## src/unused_placeholder_none.sv

```systemverilog
// Intentionally empty file holding no design code
`default_nettype none
`default_nettype wire

```

## src/bsop_pkg.sv

```systemverilog
// Constants and register map of the bus-shared octal I/O port
//
// Behaviour
// - All eight areas 8-bit gives generic I/O; any 16-bit area gives data bus.
// - In 8-bit mode a direction bit of 1 makes an output, 0 an input.
// - Direction register is write-only; every read returns all ones.
// - Direction register clears on reset and hardware standby, holds in software standby.
// - Software standby reinitialises neither bus width setting nor direction register.
// - Generic output pins keep driving through software standby.
// - Port read gives data bit for outputs, pin level for inputs, both modes.
// - Output data register clears on reset and hardware standby, holds in software standby.
// - In 8-bit mode pull-up on only when direction is 0 and control is 1.
// - Pull-up control clears on reset and hardware standby, holds in software standby.
// - In 16-bit mode direction is ignored for pin drive; pins become the bidirectional data bus.
// - Pull-ups forced off in reset, hardware standby and 16-bit mode.
`default_nettype none

package bsop_pkg;
   localparam int PORT_W  = 8;
   localparam int DATA_W  = 32;
   localparam int ADDR_W  = 18;
   localparam int AREAS   = 8;

   // Printed offsets are not word aligned, so they are indices
   localparam logic [15:0] IDX_PIN_DIRECTION  = 16'hFFC5;
   localparam logic [15:0] IDX_OUTPUT_DATA    = 16'hFFC7;
   localparam logic [15:0] IDX_PULLUP_CONTROL = 16'hFFDA;
   localparam logic [ADDR_W-1:0] ADDR_PIN_DIRECTION  = {IDX_PIN_DIRECTION, 2'h0};
   localparam logic [ADDR_W-1:0] ADDR_OUTPUT_DATA    = {IDX_OUTPUT_DATA, 2'h0};
   localparam logic [ADDR_W-1:0] ADDR_PULLUP_CONTROL = {IDX_PULLUP_CONTROL, 2'h0};

   localparam logic [PORT_W-1:0] RST_PIN_DIRECTION  = 8'h00;
   localparam logic [PORT_W-1:0] RST_OUTPUT_DATA    = 8'h00;
   localparam logic [PORT_W-1:0] RST_PULLUP_CONTROL = 8'h00;
   localparam logic [PORT_W-1:0] DIRECTION_READ     = 8'hFF;
   localparam logic [PORT_W-1:0] ALL_ZERO           = 8'h00;
   localparam logic [DATA_W-1:0] READ_ZERO          = 32'h0000_0000;

   typedef enum logic [1:0] {REG_DIRECTION, REG_DATA, REG_PULLUP, REG_NONE} bsop_reg_type;
endpackage

`default_nettype wire

```

## src/bsop_pin_if.sv

```systemverilog
// Interface between the register side and the pin logic of the port
`default_nettype none

interface bsop_pin_if;
   import bsop_pkg::*;
   logic [PORT_W-1:0] direction;
   logic [PORT_W-1:0] outputData;
   logic [PORT_W-1:0] pullupControl;
   logic              wideBus;
   logic              pullupBlock;
   logic [PORT_W-1:0] busOut;
   logic              busDrive;
   logic [PORT_W-1:0] pinLevel;
   logic [PORT_W-1:0] next_pinOut;
   logic [PORT_W-1:0] next_pinOe;
   logic [PORT_W-1:0] next_pullup;
   logic [PORT_W-1:0] portRead;

   modport regs (output direction, outputData, pullupControl, wideBus, pullupBlock,
                 busOut, busDrive, pinLevel, input next_pinOut, next_pinOe, next_pullup,
                 portRead);
   modport pins (input direction, outputData, pullupControl, wideBus, pullupBlock,
                 busOut, busDrive, pinLevel, output next_pinOut, next_pinOe, next_pullup,
                 portRead);
endinterface

`default_nettype wire

```

## src/bsop_pin_mux.sv

```systemverilog
// Per-pin steering of drive, pull-up and read-back for the port
`default_nettype none

module bsop_pin_mux
   import bsop_pkg::*;
(
   bsop_pin_if.pins pin
);
   genvar i;

   // One slice per pin
   generate
      for (i = 0; i < PORT_W; i++)
      begin : gSlice
         always_comb
         begin
            if (pin.wideBus)
            begin
               // Bus controller owns the pin; direction bits do not matter
               pin.next_pinOut[i] = pin.busOut[i];
               pin.next_pinOe[i]  = pin.busDrive;
            end
            else
            begin
               pin.next_pinOut[i] = pin.outputData[i];
               pin.next_pinOe[i]  = pin.direction[i];
            end
            // Pull-up needs input direction and its control bit
            pin.next_pullup[i] = !pin.pullupBlock && !pin.wideBus
                                 && !pin.direction[i] && pin.pullupControl[i];
            // Read-back picks latch for outputs, live level for inputs
            pin.portRead[i] = pin.direction[i] ? pin.outputData[i] : pin.pinLevel[i];
         end
      end
   endgenerate
endmodule

`default_nettype wire

```

## src/bsop_port.sv

```systemverilog
// Bus-shared octal I/O port with APB register access
`default_nettype none

module bsop_port
   import bsop_pkg::*;
(
   input  wire logic              clock,
   input  wire logic              rst_n,
   input  wire logic              clockEnable,
   input  wire logic              psel,
   input  wire logic              penable,
   input  wire logic              pwrite,
   input  wire logic [ADDR_W-1:0] paddr,
   input  wire logic [DATA_W-1:0] pwdata,
   input  wire logic [3:0]        pstrb,
   output var  logic              pready,
   output var  logic [DATA_W-1:0] prdata,
   output var  logic              pslverr,
   input  wire logic [AREAS-1:0]  busWidthControl,
   input  wire logic              hardwareStandby,
   input  wire logic              softwareStandby,
   input  wire logic [PORT_W-1:0] extDataOut,
   input  wire logic              extDataDrive,
   output var  logic [PORT_W-1:0] extDataIn,
   input  wire logic [PORT_W-1:0] pinIn,
   output var  logic [PORT_W-1:0] pinOut,
   output var  logic [PORT_W-1:0] pinOe,
   output var  logic [PORT_W-1:0] pullupOn
);
   bsop_pin_if pin ();

   logic [PORT_W-1:0] direction;
   logic [PORT_W-1:0] outputData;
   logic [PORT_W-1:0] pullupControl;
   logic [PORT_W-1:0] next_direction;
   logic [PORT_W-1:0] next_outputData;
   logic [PORT_W-1:0] next_pullupControl;
   logic              next_pready;
   logic [DATA_W-1:0] next_prdata;
   logic              next_pslverr;
   logic              setupPhase;
   logic              writeTaken;
   bsop_reg_type      hitReg;

   // Address decode shared by read and write paths
   function automatic bsop_reg_type decodeReg(input logic [ADDR_W-1:0] addr);
      if (addr == ADDR_PIN_DIRECTION)
         return REG_DIRECTION;
      else if (addr == ADDR_OUTPUT_DATA)
         return REG_DATA;
      else if (addr == ADDR_PULLUP_CONTROL)
         return REG_PULLUP;
      else
         return REG_NONE;
   endfunction

   assign hitReg     = decodeReg(paddr);
   assign setupPhase = psel && !penable && !pready;
   // Write lands on the single edge where the master sees pready
   assign writeTaken = psel && penable && pready && pwrite && pstrb[0];

   // Pin logic inputs; any 16-bit area switches the whole port to the bus
   assign pin.direction     = direction;
   assign pin.outputData    = outputData;
   assign pin.pullupControl = pullupControl;
   assign pin.wideBus       = |busWidthControl;
   assign pin.pullupBlock   = hardwareStandby;
   assign pin.busOut        = extDataOut;
   assign pin.busDrive      = extDataDrive;
   assign pin.pinLevel      = pinIn;

   bsop_pin_mux uMux (
      .pin (pin.pins)
   );

   // Register next values
   always_comb
   begin
      next_direction     = direction;
      next_outputData    = outputData;
      next_pullupControl = pullupControl;
      if (hardwareStandby)
      begin
         // Hardware standby reinitialises, software standby does not
         next_direction     = RST_PIN_DIRECTION;
         next_outputData    = RST_OUTPUT_DATA;
         next_pullupControl = RST_PULLUP_CONTROL;
      end
      else if (writeTaken)
      begin
         unique case (hitReg)
            REG_DIRECTION: next_direction     = pwdata[PORT_W-1:0];
            REG_DATA:      next_outputData    = pwdata[PORT_W-1:0];
            REG_PULLUP:    next_pullupControl = pwdata[PORT_W-1:0];
            REG_NONE:      next_direction     = direction;
         endcase
      end
   end

   // Registers; software standby leaves them untouched
   always_ff @(posedge clock or negedge rst_n)
   begin
      if (!rst_n)
      begin
         direction     <= RST_PIN_DIRECTION;
         outputData    <= RST_OUTPUT_DATA;
         pullupControl <= RST_PULLUP_CONTROL;
      end
      else if (clockEnable)
      begin
         direction     <= next_direction;
         outputData    <= next_outputData;
         pullupControl <= next_pullupControl;
      end
   end

   // APB answer, prepared in setup so pready comes from a flop
   always_comb
   begin
      next_pready  = setupPhase;
      next_prdata  = prdata;
      next_pslverr = pslverr;
      if (setupPhase)
      begin
         next_pslverr = (hitReg == REG_NONE);
         next_prdata  = READ_ZERO;
         if (!pwrite)
         begin
            unique case (hitReg)
               REG_DIRECTION: next_prdata[PORT_W-1:0] = DIRECTION_READ;
               REG_DATA:      next_prdata[PORT_W-1:0] = pin.portRead;
               REG_PULLUP:    next_prdata[PORT_W-1:0] = pullupControl;
               REG_NONE:      next_prdata[PORT_W-1:0] = ALL_ZERO;
            endcase
         end
      end
      else if (pready)
      begin
         next_pslverr = 1'b0;
      end
   end

   always_ff @(posedge clock or negedge rst_n)
   begin
      if (!rst_n)
      begin
         pready  <= 1'b0;
         prdata  <= READ_ZERO;
         pslverr <= 1'b0;
      end
      else if (clockEnable)
      begin
         pready  <= next_pready;
         prdata  <= next_prdata;
         pslverr <= next_pslverr;
      end
   end

   // Pin drive; hardware standby floats every pin and kills pull-ups.
   // Software standby changes nothing here, so outputs keep driving.
   always_ff @(posedge clock or negedge rst_n)
   begin
      if (!rst_n)
      begin
         pinOut    <= ALL_ZERO;
         pinOe     <= ALL_ZERO;
         pullupOn  <= ALL_ZERO;
         extDataIn <= ALL_ZERO;
      end
      else if (clockEnable)
      begin
         pinOut    <= pin.next_pinOut;
         pinOe     <= hardwareStandby ? ALL_ZERO : pin.next_pinOe;
         pullupOn  <= pin.next_pullup;
         extDataIn <= pinIn;
      end
   end
endmodule

`default_nettype wire

```

## config.mk

```make
export PLATFORM = sky130hd
export DESIGN_NAME = bsop_port
export DESIGN_NICKNAME = d
export VERILOG_FILES = /design/src/unused_placeholder_none.sv /design/src/bsop_pkg.sv /design/src/bsop_pin_if.sv /design/src/bsop_pin_mux.sv /design/src/bsop_port.sv
export SDC_FILE = /design/constraint.sdc
export NUM_CORES = 1
export LEC_CHECK = 0
export BUFFER_PORTS_ARGS = -buffer_cell sky130_fd_sc_hd__buf_2
export CELL_PAD_IN_SITES_DETAIL_PLACEMENT = 1
export CELL_PAD_IN_SITES_GLOBAL_PLACEMENT = 1
export CORE_ASPECT_RATIO = 0.5
export CORE_UTILIZATION = 30
export CTS_BUF_LIST = sky130_fd_sc_hd__clkbuf_2 sky130_fd_sc_hd__clkbuf_4 sky130_fd_sc_hd__clkbuf_8
export DETAILED_ROUTE_END_ITERATION = 10
export PLACE_DENSITY_LB_ADDON = 0.12
export SLEW_MARGIN = 30
export SYNTH_ARGS = -nofsm -noshare
export SYNTH_HDL_FRONTEND = slang
export SYNTH_SLANG_ARGS = --single-unit
```

## constraint.sdc

```tcl
create_clock -name clock -period 3 [get_ports clock]
set_input_delay 0.6 -clock clock [delete_from_list [all_inputs] [get_ports clock]]
set_output_delay 0.6 -clock clock [all_outputs]
set_load 0.005 [all_outputs]
```

[Word-level counts from Yosys, hierarchy flattened]
Index checks and enable logic that the tools add are counted.
Storage, ports and cells
  bits in registers: 66
  output and inout port bits: 66
Operators by class
  equality and inequality tests: 6
  multiplexer cells: 41
  reduce and logical (&&, ||, !) cells: 47
Operator list (number)
  two-way mux 8 bit: 11
  == test 18 bit, second input constant: 3
  case mux 8 bit (4 select lines): 1
  two-way mux 1 bit: 27
  logical AND 1 bit: 23
  zero test 1 bit: 12
  nonzero test 2 bit: 5
  AND reduction 3 bit: 3
  OR reduction 8 bit: 1
  == test 2 bit, second input constant: 2
  two-way mux 2 bit: 2
  AND reduction 2 bit: 2
  == test 2 x 1 -> 1 bit, second input constant: 1
  zero test 2 bit: 1

[Longest topological paths before layout]
  word-level depth: 8
  depth in mapped cells: 7

[By module]
From an unflattened synthesis, not the netlist that was laid out.
Second synthesis, totals
  cell total of the unflattened synthesis: 348
  area total of the unflattened synthesis: 3787.4 um2
Modules (own cells, without submodules)
  bsop_port: instances 1, cells an instance 312, area each 3286.9 um2, sequential area each 1651.6 um2
  bsop_pin_mux: instances 1, cells an instance 36, area each 500.5 um2, sequential area each 0.0 um2

[Worst setup path before layout]
Ideal clock, no wire load.
  path kind: input -> register
  start: input paddr[1]
  end: register pullupControl[0], in the netlist pin.pullupControl[0]
  data arrival time: 1.736 ns
  data required time: 2.879 ns
  slack: 1.143 ns
  stages: 5
  path buffers: 1
  cell sequence: or3b_1 nor4_4 buf_6 a32oi_4 a22o_1
On the way
  longest elaborated chain between the ends: 7
  elaborated cells on any way between the ends: 9
  those cells by class: 4 x eq/ne; 3 x mux; 2 x reduce/logical
RTL lines
  from (decl): RTL line bsop_port.sv:13  | input wire logic [ADDR_W-1:0] paddr,
  == test 18 bit: RTL line bsop_port.sv:51  | else if (addr == ADDR_PULLUP_CONTROL)
  two-way mux 1 bit: RTL line bsop_port.sv:51
  two-way mux 2 bit: RTL line bsop_port.sv:49  | else if (addr == ADDR_OUTPUT_DATA)
  two-way mux 2 bit (*): RTL line bsop_port.sv:47  | if (addr == ADDR_PIN_DIRECTION)
  == test 2 bit (*): RTL line bsop_port.sv:91  | unique case (hitReg)
  nonzero test 2 bit (no source line) (*)
  AND reduction 3 bit (no source line) (*)
  to (signal assigned): RTL line bsop_port.sv:113  | pullupControl <= next_pullupControl;
  to (decl): RTL line bsop_port.sv:34  | logic [PORT_W-1:0] pullupControl;
Mark *: on every way between the ends. The rest lies on a longest branch, timed or not.
A chain may end at the register's enable or synchronous reset.

[Worst setup path after layout]
  start: input paddr[6]
  end: register direction[2]
On the way
  longest elaborated chain between the ends: 7
  elaborated cells on any way between the ends: 9
  those cells by class: 3 x eq/ne; 3 x mux; 3 x reduce/logical
RTL lines
  == test 18 bit: RTL line bsop_port.sv:51
  two-way mux 1 bit: RTL line bsop_port.sv:51
  two-way mux 2 bit: RTL line bsop_port.sv:49
  two-way mux 2 bit (*): RTL line bsop_port.sv:47
  zero test 2 bit (*): RTL line bsop_port.sv:91
  nonzero test 2 bit (no source line) (*)
  AND reduction 3 bit (no source line) (*)
  to (signal assigned): RTL line bsop_port.sv:111  | direction <= next_direction;
  to (decl): RTL line bsop_port.sv:32  | logic [PORT_W-1:0] direction;
Marks and branches as above.

==> impl_metrics.toml <==
[outcome]
status = "complete, no violations"

[synth]
syn_avg_cell_area_um2 = 9.46
synth-simple-area-share_pct = 16.3
synth_fa_ha_area_share_pct = 0
yosysWarnings = 0
async_reset_ff_share_pct = 100
synthCells = 365
synth.distinct_cells = 42
seq_area_frac_synth_pct = 47.8
synth_top_family_by_area = "compound AO/OA/AOI/OAI gates"
synthMuxAreaShare_pct = 4.93
synthXorXnorAreaFrac_pct = 0
synth_compound_area_share_pct = 17.7
synth_area_um2 = 3450
synth-seq-cells = 66
synthFlopType = "dfrtp_1"
synth-edff-count = 0

[sta]
finalMaxSlewViolations = 0
tightest_slew_ns = 0.561
hold_viol = 0
clock.fmax_mhz = 510
setup_viol = 0
relSlewSlack_pct = 62.5
fin_setup_tns_ns = 0
rsz0062_at_grt = "no"
post-route-period-util_pct = 65.4
fin_skew_ns = 0.00993
fin_crit_ns = 1.96

[min_path]
min_path_type = "input pin to async pin"

[grt]
first_global_vias = 2917
grt_pass1_wl_mm = 16.2
grt_overflow = 0
grt_start_max_net_pins = 67
track_usage_pct = 18.0
antenna_found_initial = 0

[clocking]
clkSinkCount = 66
tritoncts = "yes"
clk_latency_ns = 0.36
clock-root-buffer = "clkbuf_8"
ctsResizeCount = 0
path_clk_slew_ns = 0.07
ctsHoldBuffers = 0
h-tree-depth = 3
clock_path_buffers = 2
cts_setup_buffers = 0
cts_buffers = 9

[cells_and_area]
register_area_um2 = 1650
diodes = 0
stdcell_count = 607
layout_commonest_cell = "buf_2"
layout_common_cells = "buf_2 (100), dfrtp_1 (66), nand2_1 (43)"
multiInputGateArea_um2 = 1440
final.fill_count = 1323
nets = 544
syn2layout_area_growth_pct = 21.2
drive_gt1_share_pct = 29.4
design_area_um2 = 4190

[critical_path]
end_kind = "flop"
path_class = "input pin to flop"
cp_data_required_time_ns = 3.20
cp_max_fo = 9
r2r_cells = 4
r2r_setup_slack_ns = 1.35
worstReg2RegEnd = "pin.pullupControl[0]$_DFFE_PN0P_"
crit-reg2reg-launch = "pready$_DFFE_PN0P_"
arrival_ns = 2.16
slowest_delay_ns = 0.47
slowest_stage = "nor2_2"
crit_path_start_kind = "input pin"
cp_cell_sequence = "buf_2 -> nand4bb_1 -> nor2_2 -> and2_1 -> o311ai_0"

[placed_design]
hpwl_mm = 7.62
dp_cells = 591
port_buffers = 100
globalplace.congestion = 0.733
placed_area_um2 = 3980

[die]
die_area_um2 = 12000
die_h_um = 77.9
initial_core_util_pct = 31.1
die_w_um = 154
fp.coreArea_um2 = 11100
rows = 27
num_io_pins = 153

[routing]
via_per_inst = 4.86
drt_drc_violations_left = 0
num_vias = 2952
wl_per_cell_um = 16.6
drt-pass1-iter-count = 4
ant_nets = 0
drt_iter0_drc = 186
wirelength_mm = 10.1

[power_and_ir_drop]
vdd_drop_max_v = 0.000174
p_leak_nw = 2.05
power.density_nw_per_um2 = 515

[job]
timing.max_cap.violations = 0
## registers in the layout, indices dropped and copies added (netlist names)
signal / flops
direction: 8
pinOe: 8
pinOut: 8
pslverr: 1
extDataIn: 8
pready: 1
pin.pullupControl: 8
prdata: 8
pullupOn: 8
outputData: 8
## metal layers
layer / vias to the layer above / global-route usage [%] / wire (µm)
met5: - / 0 / 0
met4: 0 / 6.10 / 120
met3: 9 / 4.75 / 606
met2: 102 / 24.0 / 4060
met1: 1424 / 27.2 / 5270
li1: 1417 / - / -
## power by group
| group | switching (mW) | internal [mW] | leakage [nW] |
|---|---|---|---|
| Sequential | 0.0919 | 0.963 | 0.828 |
| Clock | 0.346 | 0.457 | 0.111 |
| Combinational | 0.161 | 0.138 | 1.11 |
| Total | 0.599 | 1.56 | 2.05 |
## worst max-delay path, delay by kind of cell
| family | cells | cell delay, ns |
|---|---|---|
| and+or+nand+nor | 3 | 1.29 |
| buffers and inverters | 1 | 0.11 |
| AOI/OAI and AO/OA | 1 | 0.16 |
## worst max-delay path by stage
stage | from | to | slack [ns] | cells after the start
detailed placement | paddr[6] | direction[3]$_DFFE_PN0P_ | 0.68 | 5
finish | paddr[6] | direction[2]$_DFFE_PN0P_ | 1.04 | 5
CTS | paddr[6] | direction[3]$_DFFE_PN0P_ | 1.06 | 5
global route | paddr[6] | direction[2]$_DFFE_PN0P_ | 0.82 | 5
global placement | paddr[6] | direction[7]$_DFFE_PN0P_ | 0.73 | 5
floorplan | paddr[1] | pin.pullupControl[0]$_DFFE_PN0P_ | 1.14 | 5
## logic make-up (layout without fill, tap and decap cells)
kind of cell	after synthesis	after routing
buf+inv	87	161
mux	16	16
flops	66	66
compound gates	89	89
simple gates	106	106
other cells	1	24
## stage by stage
stage | util, % | total power, mW | hold WS (ns) | setup slack (ns)
5_1_grt | 37.7 | 2.28 | 0.251 | 0.815
3_5_place_dp | 35.8 | 1.37 | 0.474 | 0.676
6_report | 37.7 | 2.16 | 0.244 | 1.04
3_3_place_gp | 35.8 | 1.37 | 0.469 | 0.731
2_1_floorplan | - | 1.22 | 0.304 | 1.14
4_1_cts | 37.7 | 2.19 | 0.262 | 1.06
## layout make-up
cell class / instances / area share [%]
clock buffer: 14 / 4.16
clock inverter: 2 / 0.837
sequential: 66 / 39.5
timing repair buffer: 107 / 13.5
multi-input combinational: 235 / 34.3
tap: 145 / 4.33
inverter: 38 / 3.41
## cell usage after synthesis, drive strengths merged, types with 9 or more instances
master  count  area share [%]
o311ai     14             3.5
inv        38             4.1
o21ai      11             1.6
nor4       10             2.2
clkbuf      9            0.98
buf        40             8.0
nand3      21             3.0
dfrtp      66              48
a21oi      26             3.8
o22ai      16             2.9
nand2      43             4.7
nor2       11             1.3
No activity file was read; power rests on OpenSTA's default activity.
